$ cat src/core/qdsc_defs.vh
// Frame field positions, encodings and reset values for the quad converter command decoder
`ifndef QDSC_DEFS_VH
`define QDSC_DEFS_VH
`define QDSC_FRAME_BITS 24
`define QDSC_LOAD_ALL_POS 21
`define QDSC_LOAD_SINGLE_POS 20
`define QDSC_SEL_HI 18
`define QDSC_SEL_LO 17
`define QDSC_PD_FLAG_POS 16
`define QDSC_PD_MODE_HI 15
`define QDSC_PD_MODE_LO 14
`define QDSC_REF_HI 13
`define QDSC_REF_LO 12
`define QDSC_CODE_HI 15
`define QDSC_CODE_LO 4
`define QDSC_SEL_BCAST 2'h2
`define QDSC_PD_NORMAL 2'h0
`define QDSC_PD_1K 2'h1
`define QDSC_PD_100K 2'h2
`define QDSC_PD_HIZ 2'h3
`define QDSC_REF_AUTO 2'h0
`define QDSC_REF_ON 2'h1
`define QDSC_REF_OFF 2'h2
`define QDSC_CODE_RST 12'h000
`define QDSC_CNT_RST 5'h00
`endif

$ cat src/core/qdsc_decoder.v
// Serial command decoder for a four-channel 12-bit converter
`include "qdsc_defs.vh"
module qdsc_decoder #(
  parameter NUM_CH = 4,
  parameter CODE_W = 12
) (
  // Clock and reset
  input wire clk_i,
  input wire rst_i,
  // Serial link
  input wire sclk_i,
  input wire sdin_i,
  input wire sync_n_i,
  // Per-channel active state, channel A in the lowest slice
  output reg [NUM_CH*CODE_W-1:0] dac_code_o,
  output reg [NUM_CH*2-1:0] dac_pd_mode_o,
  // Reference state
  output reg [1:0] ref_mode_o,
  output reg ref_enable_o,
  // One-cycle pulse when a complete frame is acted on
  output reg frame_done_o
);

  ////////////////////////////////////////////////////////////////////////
  reg [2:0] sclk_sync_ff;
  reg [1:0] sdin_sync_ff;
  reg [1:0] sync_n_sync_ff;
  reg [`QDSC_FRAME_BITS-1:0] shift_ff;
  reg [4:0] cnt_ff;
  reg [NUM_CH*CODE_W-1:0] buf_code_ff;
  reg [NUM_CH*2-1:0] buf_pd_ff;

  // Third stage only feeds the edge detector, never the first stage
  always @(posedge clk_i or posedge rst_i) begin
    if (rst_i) begin
      sclk_sync_ff <= 3'h0;
    end else begin
      sclk_sync_ff <= {sclk_sync_ff[1:0], sclk_i};
    end
  end

  // Data is only ever read from the second stage
  always @(posedge clk_i or posedge rst_i) begin
    if (rst_i) begin
      sdin_sync_ff <= 2'h0;
    end else begin
      sdin_sync_ff <= {sdin_sync_ff[0], sdin_i};
    end
  end

  // Resets idle high, so leaving reset never looks like a frame start
  always @(posedge clk_i or posedge rst_i) begin
    if (rst_i) begin
      sync_n_sync_ff <= 2'h3;
    end else begin
      sync_n_sync_ff <= {sync_n_sync_ff[0], sync_n_i};
    end
  end

  wire sclk_fall = sclk_sync_ff[2] & ~sclk_sync_ff[1];
  wire frame_act = ~sync_n_sync_ff[1];
  wire shift_en = frame_act & sclk_fall & (cnt_ff != `QDSC_FRAME_BITS);
  wire [`QDSC_FRAME_BITS-1:0] nxt_shift = {shift_ff[`QDSC_FRAME_BITS-2:0], sdin_sync_ff[1]};
  // Frame acts on the edge that brings in its 24th bit
  wire frame_fire = shift_en & (cnt_ff == (`QDSC_FRAME_BITS - 1));

  ////////////////////////////////////////////////////////////////////////
  // Bit counter: restarts whenever frame select goes inactive, so an
  // aborted or glitched frame is simply dropped
  always @(posedge clk_i or posedge rst_i) begin
    if (rst_i) begin
      shift_ff <= {`QDSC_FRAME_BITS{1'b0}};
      cnt_ff <= `QDSC_CNT_RST;
    end else if (!frame_act) begin
      cnt_ff <= `QDSC_CNT_RST;
    end else if (shift_en) begin
      shift_ff <= nxt_shift;
      cnt_ff <= cnt_ff + 5'h01;
    end
  end

  ////////////////////////////////////////////////////////////////////////
  wire ld_all = nxt_shift[`QDSC_LOAD_ALL_POS];
  wire ld_one = nxt_shift[`QDSC_LOAD_SINGLE_POS];
  wire [1:0] sel = nxt_shift[`QDSC_SEL_HI:`QDSC_SEL_LO];
  wire pd_flag = nxt_shift[`QDSC_PD_FLAG_POS];
  wire [1:0] pd_mode = nxt_shift[`QDSC_PD_MODE_HI:`QDSC_PD_MODE_LO];
  wire [1:0] ref_cmd = nxt_shift[`QDSC_REF_HI:`QDSC_REF_LO];
  wire [CODE_W-1:0] code = nxt_shift[`QDSC_CODE_HI:`QDSC_CODE_LO];
  wire bcast = ld_all & ld_one & (sel == `QDSC_SEL_BCAST);
  wire ref_cmd_hit = pd_flag & ~ld_all & ~ld_one & (sel == 2'h0) &
                     (pd_mode == `QDSC_PD_NORMAL);
  // Load bits 11 with another select act as a single-channel load
  wire load_one = ld_one & ~bcast;
  wire load_all = ld_all & ~ld_one;

  // Channel decode shared by the buffer write and the load paths
  function qdsc_sel_hit;
    input [1:0] sel_f;
    input integer idx;
    begin
      qdsc_sel_hit = (sel_f == idx[1:0]);
    end
  endfunction

  // True when no channel is left in normal operation
  function qdsc_all_pd;
    input [NUM_CH*2-1:0] modes;
    integer k;
    begin
      qdsc_all_pd = 1'b1;
      for (k = 0; k < NUM_CH; k = k + 1) begin
        if (modes[k*2 +: 2] == `QDSC_PD_NORMAL) begin
          qdsc_all_pd = 1'b0;
        end
      end
    end
  endfunction

  // Per-channel next state
  reg [NUM_CH*CODE_W-1:0] nxt_buf_code;
  reg [NUM_CH*2-1:0] nxt_buf_pd;
  reg [NUM_CH*CODE_W-1:0] nxt_code;
  reg [NUM_CH*2-1:0] nxt_pd;
  reg all_down;
  integer i;
  always @* begin
    nxt_buf_code = buf_code_ff;
    nxt_buf_pd = buf_pd_ff;
    nxt_code = dac_code_o;
    nxt_pd = dac_pd_mode_o;
    for (i = 0; i < NUM_CH; i = i + 1) begin
      if (!ref_cmd_hit && (bcast || qdsc_sel_hit(sel, i))) begin
        // Power-down leaves the buffered code intact
        if (pd_flag) begin
          nxt_buf_pd[i*2 +: 2] = pd_mode;
        end else begin
          nxt_buf_code[i*CODE_W +: CODE_W] = code;
          nxt_buf_pd[i*2 +: 2] = `QDSC_PD_NORMAL;
        end
      end
    end
    for (i = 0; i < NUM_CH; i = i + 1) begin
      if (!ref_cmd_hit && (load_all || bcast || (load_one && qdsc_sel_hit(sel, i)))) begin
        nxt_code[i*CODE_W +: CODE_W] = nxt_buf_code[i*CODE_W +: CODE_W];
        nxt_pd[i*2 +: 2] = nxt_buf_pd[i*2 +: 2];
      end
    end
    all_down = qdsc_all_pd(nxt_pd);
  end

  ////////////////////////////////////////////////////////////////////////
  // Reference control; a reserved command code leaves everything as it was
  reg [1:0] nxt_ref_mode;
  reg nxt_ref_enable;
  always @* begin
    nxt_ref_mode = ref_mode_o;
    nxt_ref_enable = ref_enable_o;
    if (ref_cmd_hit) begin
      case (ref_cmd)
        `QDSC_REF_ON: begin
          nxt_ref_mode = `QDSC_REF_ON;
          nxt_ref_enable = 1'b1;
        end
        `QDSC_REF_OFF: begin
          nxt_ref_mode = `QDSC_REF_OFF;
          nxt_ref_enable = 1'b0;
        end
        `QDSC_REF_AUTO: begin
          // Judged from the channels at once, not deferred to the next frame
          nxt_ref_mode = `QDSC_REF_AUTO;
          nxt_ref_enable = ~all_down;
        end
        default: begin
          nxt_ref_mode = ref_mode_o;
        end
      endcase
    end else if (ref_mode_o == `QDSC_REF_AUTO) begin
      nxt_ref_enable = ~all_down;
    end
  end

  ////////////////////////////////////////////////////////////////////////
  always @(posedge clk_i or posedge rst_i) begin
    if (rst_i) begin
      buf_code_ff <= {NUM_CH{`QDSC_CODE_RST}};
      buf_pd_ff <= {NUM_CH*2{1'b0}};
      dac_code_o <= {NUM_CH{`QDSC_CODE_RST}};
      dac_pd_mode_o <= {NUM_CH*2{1'b0}};
      ref_mode_o <= `QDSC_REF_AUTO;
      ref_enable_o <= 1'b1;
      frame_done_o <= 1'b0;
    end else begin
      frame_done_o <= frame_fire;
      if (frame_fire) begin
        buf_code_ff <= nxt_buf_code;
        buf_pd_ff <= nxt_buf_pd;
        dac_code_o <= nxt_code;
        dac_pd_mode_o <= nxt_pd;
        // Reference state moves with the frame that carried the command
        ref_mode_o <= nxt_ref_mode;
        ref_enable_o <= nxt_ref_enable;
      end
    end
  end

endmodule

$ cat config.mk
export PLATFORM = sky130hd
export DESIGN_NAME = qdsc_decoder
export DESIGN_NICKNAME = d
export VERILOG_FILES = /design/src/core/qdsc_decoder.v
export VERILOG_INCLUDE_DIRS = /design/src /design/src/core
export SDC_FILE = /design/constraint.sdc
export NUM_CORES = 1
export LEC_CHECK = 0
export CAP_MARGIN = 20
export CORE_ASPECT_RATIO = 1.2
export CORE_MARGIN = 3
export CORE_UTILIZATION = 63
export DETAILED_ROUTE_END_ITERATION = 8
export DONT_BUFFER_PORTS = 1
export PLACE_DENSITY = 0.79
export SYNTH_ARGS = -nofsm -noshare
export SYNTH_HDL_FRONTEND = slang
export SYNTH_SLANG_ARGS = --single-unit
$ cat constraint.sdc
create_clock -name clk_i -period 4.9 [get_ports clk_i]
set_input_delay 0.245 -clock clk_i [delete_from_list [all_inputs] [get_ports clk_i]]
set_output_delay 0.245 -clock clk_i [all_outputs]
set_load 0.05 [all_outputs]
==> impl_metrics.toml, run 1 <==
[status]
status = "finished clean"

[global_route]
grt_max_degree = 91
track_usage = 0.236
gr-total-overflow = 0
grt_pass1_wl_mm = 21.5
antenna_found_initial = 0
grt_pass1_vias = 4189

[synth]
yosys.area_share.simple = 0.0884
synth_compound_area_frac = 0.0771
synth_top_cell_by_area = "dfrtp_1"
yosysTopAreaCellShare = 0.558
yosys.area_share.xor_xnor = 0.00267
seq_area_frac_synth = 0.570
synth.area.mux_share = 0.218
synth_seq_cells = 149
synth.area.top_cells = "dfrtp_1, mux2i_1, mux2_1"
syn_area_sq_um = 6550
synth_area_per_cell_sq_um = 12.3
synth_cell_type_count = 51
yosysWarnings = 0
synthAdderAreaFrac = 0.00382
dominantRegCellSynth = "dfrtp_1"
synth_top_family_by_area = "multiplexers"
synth-edff-count = 0
async_reset_ff_frac = 1.00
synthCells = 532
syn_nets = 539

[sta]
period_share = 0.491
max_freq_mhz = 416
setup_tns_ns = 0
worst_slew_pin_slew_ns = 1.03
rsz0062_at_grt = "false"
hold_viol = 0
maxSlewHeadroom = 0.311
setup_viol = 0
drv_slew = 0
min_period_ns = 2.41
skew_ns = 0.00851

[die]
start_util = 0.651
die_y_um = 118
core.rowCount = 40
core_sq_um = 10100
die_x_um = 99.1
dieArea_sq_um = 11700
ios = 65

[detailed_routing]
first_pass_iters = 4
drc_errors = 0
vias = 3933
wl_met3_um = 497
wl_met2_mm = 6.72
top_layer_used = "met4"
routed_wl_mm = 12.9
ant_nets = 0
wire_per_inst_um = 19.6
first_iter_violations = 240
wl_met1_mm = 5.54
via_per_inst = 5.98

[pwr]
max-vdd-ir-drop_mv = 0.242
p_leak_nw = 3.40
power_density_nw_per_um2 = 393

[job]
maxCapViolCount = 0

[setup_path]
path_class = "reg -> reg"
cp-endpoint = "buf_code_ff[22]$_DFFE_PP0P_"
timing.rr.end = "buf_code_ff[22]$_DFFE_PP0P_"
path_max_fanout = 13
r2r_slack_ns = 2.49
rr_startpoint = "shift_ff[16]$_DFFE_PP0P_"
rr_worst_depth = 6
end_kind = "register"
crit_path_start = "shift_ff[16]$_DFFE_PP0P_"
worst_ep_required_time_ns = 5.20
start_kind = "register"
worstPathArrival_ns = 2.70

[finish]
syn_to_final_growth_pct = 9.81
fin_area_sq_um = 7200
fin_util = 0.715
fill_cells = 687
multi_input_area_sq_um = 2550
drive_gt1_frac = 0.175
antenna_cells = 0
num-nets-final = 526
seqCellArea_sq_um = 3730

[clocking]
cts_setup_buffers = 0
cts_root_buffer = "clkbuf_16"
clock_latency_ns = 0.41
clock-sinks = 149
numCtsBuffers = 17
clk_pin_slew_ns = 0.06
tritoncts = "done"
clockBufferDepth = 2
htreeDepth = 4

[place]
place_area_sq_um = 6510
place_congestion = 0.855
io_buffers = 0
place.detailed.hpwl_mm = 8.27

[hold_path]
hp-class = "reg -> reg"
min_path_cells = 0
==> cell type report <==
cell class / count / share of cell area
repair buffers: 9 / 0.0118
multi-input cells: 335 / 0.355
well taps: 126 / 0.0219
flip-flops and latches: 149 / 0.519
clock buffers: 23 / 0.0636
inverters: 7 / 0.00435
clock inverters: 9 / 0.0245
==> layout by cell type (no fill, tap or decap), types with 5 or more instances in the layout <==
master	count
nor2_1	51
dfrtp_1	146
clkbuf_1	5
o21ai_1	14
clkbuf_16	17
mux2_1	40
o21ai_0	11
nand2_1	27
bufinv_16	5
mux2_2	37
a21oi_1	43
mux2i_1	56
inv_1	5
==> cell usage after synthesis (3+ instances only) <==
library cell,number
dfrtp_1,146
mux2i_1,56
nor2_1,51
a21oi_1,43
mux2_1,40
mux2_2,37
nand2_1,27
clkbuf_1,18
o21ai_1,14
buf_2,11
o21ai_0,11
buf_4,6
inv_1,6
buf_6,5
nand2_2,4
a31oi_1,3
and2_1,3
and2b_1,3
dfstp_2,3
nand2b_1,3
nand3b_1,3
==> layer usage <==
layer,up-vias,track usage
li1,1825,-
met1,2024,0.303
met5,-,0
met2,72,0.384
met3,12,0.0670
met4,0,0.0786
==> worst max-delay path, cell delays in order (launching register included) <==
cell and delay (ns):
dfrtp_1 0.53, nand2b_1 0.32, o21ai_2 0.33, nor2b_1 0.18, buf_4 0.26, and2_4 0.31
mux2_2 0.37
==> power breakdown <==
group | internal, mW | switching, mW | total [mW]
clock | 0.917 | 0.477 | 1.39
sequential | 1.26 | 0.0846 | 1.35
combinational | 0.0409 | 0.0441 | 0.0849
total | 2.22 | 0.606 | 2.83
==> flip-flops by register name (all words and copies together), names as in the netlist <==
name	count
sdin_sync_ff	2
buf_pd_ff	8
ref_mode_o	2
shift_ff	21
sync_n_sync_ff	2
frame_done_o	1
buf_code_ff	48
sclk_sync_ff	3
cnt_ff	5
ref_enable_o	1
dac_code_o	48
dac_pd_mode_o	8
==> metrics by stage <==
stage | hold slack [ns] | total power [mW] | std cells | worst slack, ns
6_report | 0.352 | 2.83 | 658 | 2.49
2_1_floorplan | 0.249 | 1.41 | 532 | 0.652
5_1_grt | 0.365 | 2.92 | 658 | 2.31
4_1_cts | 0.353 | 2.84 | 657 | 2.49
3_3_place_gp | 0.250 | 1.45 | 621 | 2.55
3_5_place_dp | 0.250 | 1.45 | 621 | 2.53
==> worst min-delay path by stage <==
stage,start,end,slack [ns]
2_1_floorplan,sync_n_i,sync_n_sync_ff[0]$_DFF_PP1_,0.25
3_3_place_gp,sync_n_i,sync_n_sync_ff[0]$_DFF_PP1_,0.25
3_5_place_dp,sync_n_i,sync_n_sync_ff[0]$_DFF_PP1_,0.25
4_1_cts,sdin_sync_ff[0]$_DFF_PP0_,sdin_sync_ff[1]$_DFF_PP0_,0.35
5_1_grt,sdin_sync_ff[0]$_DFF_PP0_,sdin_sync_ff[1]$_DFF_PP0_,0.37
6_report,sdin_sync_ff[0]$_DFF_PP0_,sdin_sync_ff[1]$_DFF_PP0_,0.35
==> logic make-up (layout without fill, tap and decap cells) <==
group           count (synthesis)  count (layout)
mux                           133             133
flops                         149             149
xor+xnor                        2               2
simple gates                  113             113
compound gates                 85              85
buf+inv                        48              48
fa+ha+maj                       2               2
==> what timing repair did <==
item                                   4_1_cts  5_1_grt
resized for setup                            0        0
endpoints found under the hold margin       90        0
hold buffers                                 4        0
Note: power is estimated with default switching activity, not from simulation.
==> run 2: changes to the inputs <==
--- a/config.mk
+++ b/config.mk
@@ -6,13 +6,14 @@
 export SDC_FILE = /design/constraint.sdc
 export NUM_CORES = 1
 export LEC_CHECK = 0
+export ABC_AREA = 1
 export CAP_MARGIN = 20
 export CORE_ASPECT_RATIO = 1.2
 export CORE_MARGIN = 3
-export CORE_UTILIZATION = 63
+export CORE_UTILIZATION = 57
 export DETAILED_ROUTE_END_ITERATION = 8
 export DONT_BUFFER_PORTS = 1
-export PLACE_DENSITY = 0.79
+export PLACE_DENSITY = 0.75
 export SYNTH_ARGS = -nofsm -noshare
 export SYNTH_HDL_FRONTEND = slang
 export SYNTH_SLANG_ARGS = --single-unit
==> constraint.sdc (replaced) <==
create_clock -name clk_i -period 2 [get_ports clk_i]
set_input_delay 0.1 -clock clk_i [delete_from_list [all_inputs] [get_ports clk_i]]
set_output_delay 0.1 -clock clk_i [all_outputs]
set_load 0.05 [all_outputs]
==> run 2 against run 1 <==
Compared with the run above: routed wire length grew 15%; synthesized cell count grew 43%; clock power rose by 130%; count of clock-buffer cells in the layout decreased by 2; via count up 31%; fmax rose by 28%; register-to-register slack worse by 2.4 ns; power grew 130%; non-clock buffer count rose by 20; critical endpoint is now dac_code_o[27]$_DFFE_PP0P_; highest routed layer unchanged.
==> impl_metrics.toml, run 2 <==
[clocking]
numCtsBuffers = 17
clk_pin_slew_ns = 0.06
tritoncts = "done"
clockBufferDepth = 2
htreeDepth = 4
clock-sinks = 149
cts_root_buffer = "clkbuf_16"
clock_latency_ns = 0.43

[synth]
synth_area_per_cell_sq_um = 8.62
synthTopCellsByCount = "nand2_1, dfrtp_1, o21ai_1, o21ai_0, inv_1"
synth_seq_cells = 149
syn_nets = 770
synthCells = 763
synth_cell_type_count = 30
syn_area_sq_um = 6580
dominantRegCellSynth = "dfrtp_1"
async_reset_ff_frac = 1.00
synth.area.top_cells = "dfrtp_1, nand2_1, o21ai_1"
yosysWarnings = 0
yosysTopAreaCellShare = 0.556
yosysMostFrequentCell = "nand2_1"
synth-edff-count = 0
synth_top_cell_by_area = "dfrtp_1"
seq_area_frac_synth = 0.568

[detailed_routing]
first_iter_violations = 459
ant_nets = 0
wire_per_inst_um = 15.8
vias = 5133
first_pass_iters = 5
routed_wl_mm = 14.9
via_per_inst = 5.45
drc_errors = 0

[hold_path]
holdPathEnd = "sync_n_sync_ff[0]$_DFF_PP1_"
hp-class = "in -> reg"
min_path_cells = 1
hp-start = "sync_n_i"

[sta]
maxSlewHeadroom = 0.547
setup_ws_ns = 0.125
setup_viol = 0
hold_viol = 0
min_period_ns = 1.88
skew_ns = 0.0114
max_freq_mhz = 533
worst_slew_pin_slew_ns = 0.678
drv_slew = 0
period_share = 0.938

[place]
place.detailed.hpwl_mm = 9.79
place_congestion = 0.889
place_ws_ns = 0.0116
io_buffers = 0

[setup_path]
rr_startpoint = "cnt_ff[0]$_DFFE_PP0P_"
path_common_cell = "buf_12"
worstPathCellList = "ha_1 > nand2_1 > nor3_1 > nand2_2 > buf_12 > nor2_4 > buf_12 > mux2_2"
end_kind = "register"
worst_ep_required_time_ns = 2.31
critical_path.max_stage_delay_ns = 0.40
start_kind = "register"
rr_worst_depth = 8
timing.rr.end = "dac_code_o[27]$_DFFE_PP0P_"
path_max_fanout = 12
worstPathArrival_ns = 2.19
cpMaxStageDelayCell = "dfrtp_1"
path_class = "reg -> reg"
r2r_slack_ns = 0.12

[finish]
multi_input_area_sq_um = 2350
drive_gt1_frac = 0.127
fin_util = 0.670
layout_commonest_cell = "nand2_1"
reg_top3 = "buf_code_ff (48), dac_code_o (48), shift_ff (21)"
seqCellArea_sq_um = 3730
mostFrequentLayoutCells = "nand2_1, dfrtp_1, o21ai_1, o21ai_0, inv_1"
syn_to_final_growth_pct = 13.4
num-nets-final = 781
antenna_cells = 0
fill_cells = 859

[job]
maxCapViolCount = 0

[global_route]
antenna_found_initial = 0
grt_pass1_wl_mm = 24.5
grt_max_degree = 52
gr-total-overflow = 0
grt_pass1_vias = 5016
track_usage = 0.243

[die]
die_x_um = 104
core_sq_um = 11100
ios = 65
dieArea_sq_um = 12900
die_y_um = 124
start_util = 0.590
core.rowCount = 42

[pwr]
p_leak_nw = 3.37
power_density_nw_per_um2 = 872
max-vdd-ir-drop_mv = 0.634

[status]
status = "finished clean"
-- run 2: changes by cell type in the layout (fill, tap and decap cells not counted), moves of 16 or more --
cell,delta
mux2i_1,-56
o21ai_0,+73
nand3_1,+16
o21ai_1,+81
nand2_1,+213
inv_1,+63
nor2_1,-34
mux2_1,-40
mux2_2,-25
a21oi_1,-42
-- run 2: kinds of logic (layout without fill, tap and decap cells) --
kind of cell             count (synthesis)  count (layout)  share of synthesized area
AO/OA/AOI/OAI                          190             190                      0.151
AND/OR/NAND/NOR                        293             293                      0.181
multiplexers                            12              12                     0.0205
buffers and inverters                  117             141                     0.0755
flip-flops                             149             149                      0.568
adder cells (fa/ha/maj)                  2               2                    0.00380
-- run 2: metal layers --
layer | vias to the layer above | GRT usage | part of all wire
met5 | - | 0 | 0
met4 | 0 | 0.0998 | 0.020
met3 | 31 | 0.0819 | 0.077
met2 | 189 | 0.404 | 0.50
met1 | 2449 | 0.293 | 0.40
li1 | 2464 | - | -
-- run 2: final cells by class --
cell class | count | area share
clock inverter | 11 | 0.0171
sequential | 149 | 0.500
multi-input combinational | 497 | 0.315
clock buffer | 21 | 0.0617
timing repair buffer | 29 | 0.0382
inverter | 80 | 0.0418
tap | 154 | 0.0258
-- run 2: how the worst max path moves through the flow --
stage,endpoint,start,depth (start not counted)
global placement,dac_code_o[26]$_DFFE_PP0P_,cnt_ff[0]$_DFFE_PP0P_,6
global route,dac_code_o[28]$_DFFE_PP0P_,cnt_ff[0]$_DFFE_PP0P_,10
detailed placement,dac_code_o[27]$_DFFE_PP0P_,cnt_ff[0]$_DFFE_PP0P_,6
finish,dac_code_o[27]$_DFFE_PP0P_,cnt_ff[0]$_DFFE_PP0P_,8
floorplan,buf_code_ff[0]$_DFFE_PP0P_,rst_i,1
CTS,buf_code_ff[12]$_DFFE_PP0P_,cnt_ff[0]$_DFFE_PP0P_,9
-- run 2: critical path, delay by kind of cell (launching register included) --
| kind | cells | cell delay (ns) |
|---|---|---|
| and+or+nand+nor | 4 | 0.52 |
| muxes | 1 | 0.34 |
| buffers and inverters | 2 | 0.30 |
| adders and majority gates | 1 | 0.18 |
| DFF | 1 | 0.40 |
-- run 2: stage by stage --
step	hold slack, ns	total power [mW]	std cells	setup TNS (ns)	instance area (sq um)
detailed placement	0.101	3.38	899	0	6750
finish	0.218	6.51	941	0	7460
CTS	0.206	6.54	935	-0.000891	7370
floorplan	0.104	3.29	763	0	6580
global route	0.220	6.71	941	-0.0352	7460
global placement	0.0911	3.37	899	0	6750
-- run 2: what timing repair did --
action                                 in CTS  in global routing
setup endpoints to repair                   1                 83
resized for setup                           0                  8
endpoints found under the hold margin      29                  0
pin swaps                                   0                  3
hold buffers                                4                  0
buffers inserted                            0                  6
-- run 2: power by group --
part	internal [mW]	leakage, nW	switching, mW
combinational	0.0561	1.03	0.180
clock	1.91	0.280	1.26
sequential	3.07	2.05	0.0361
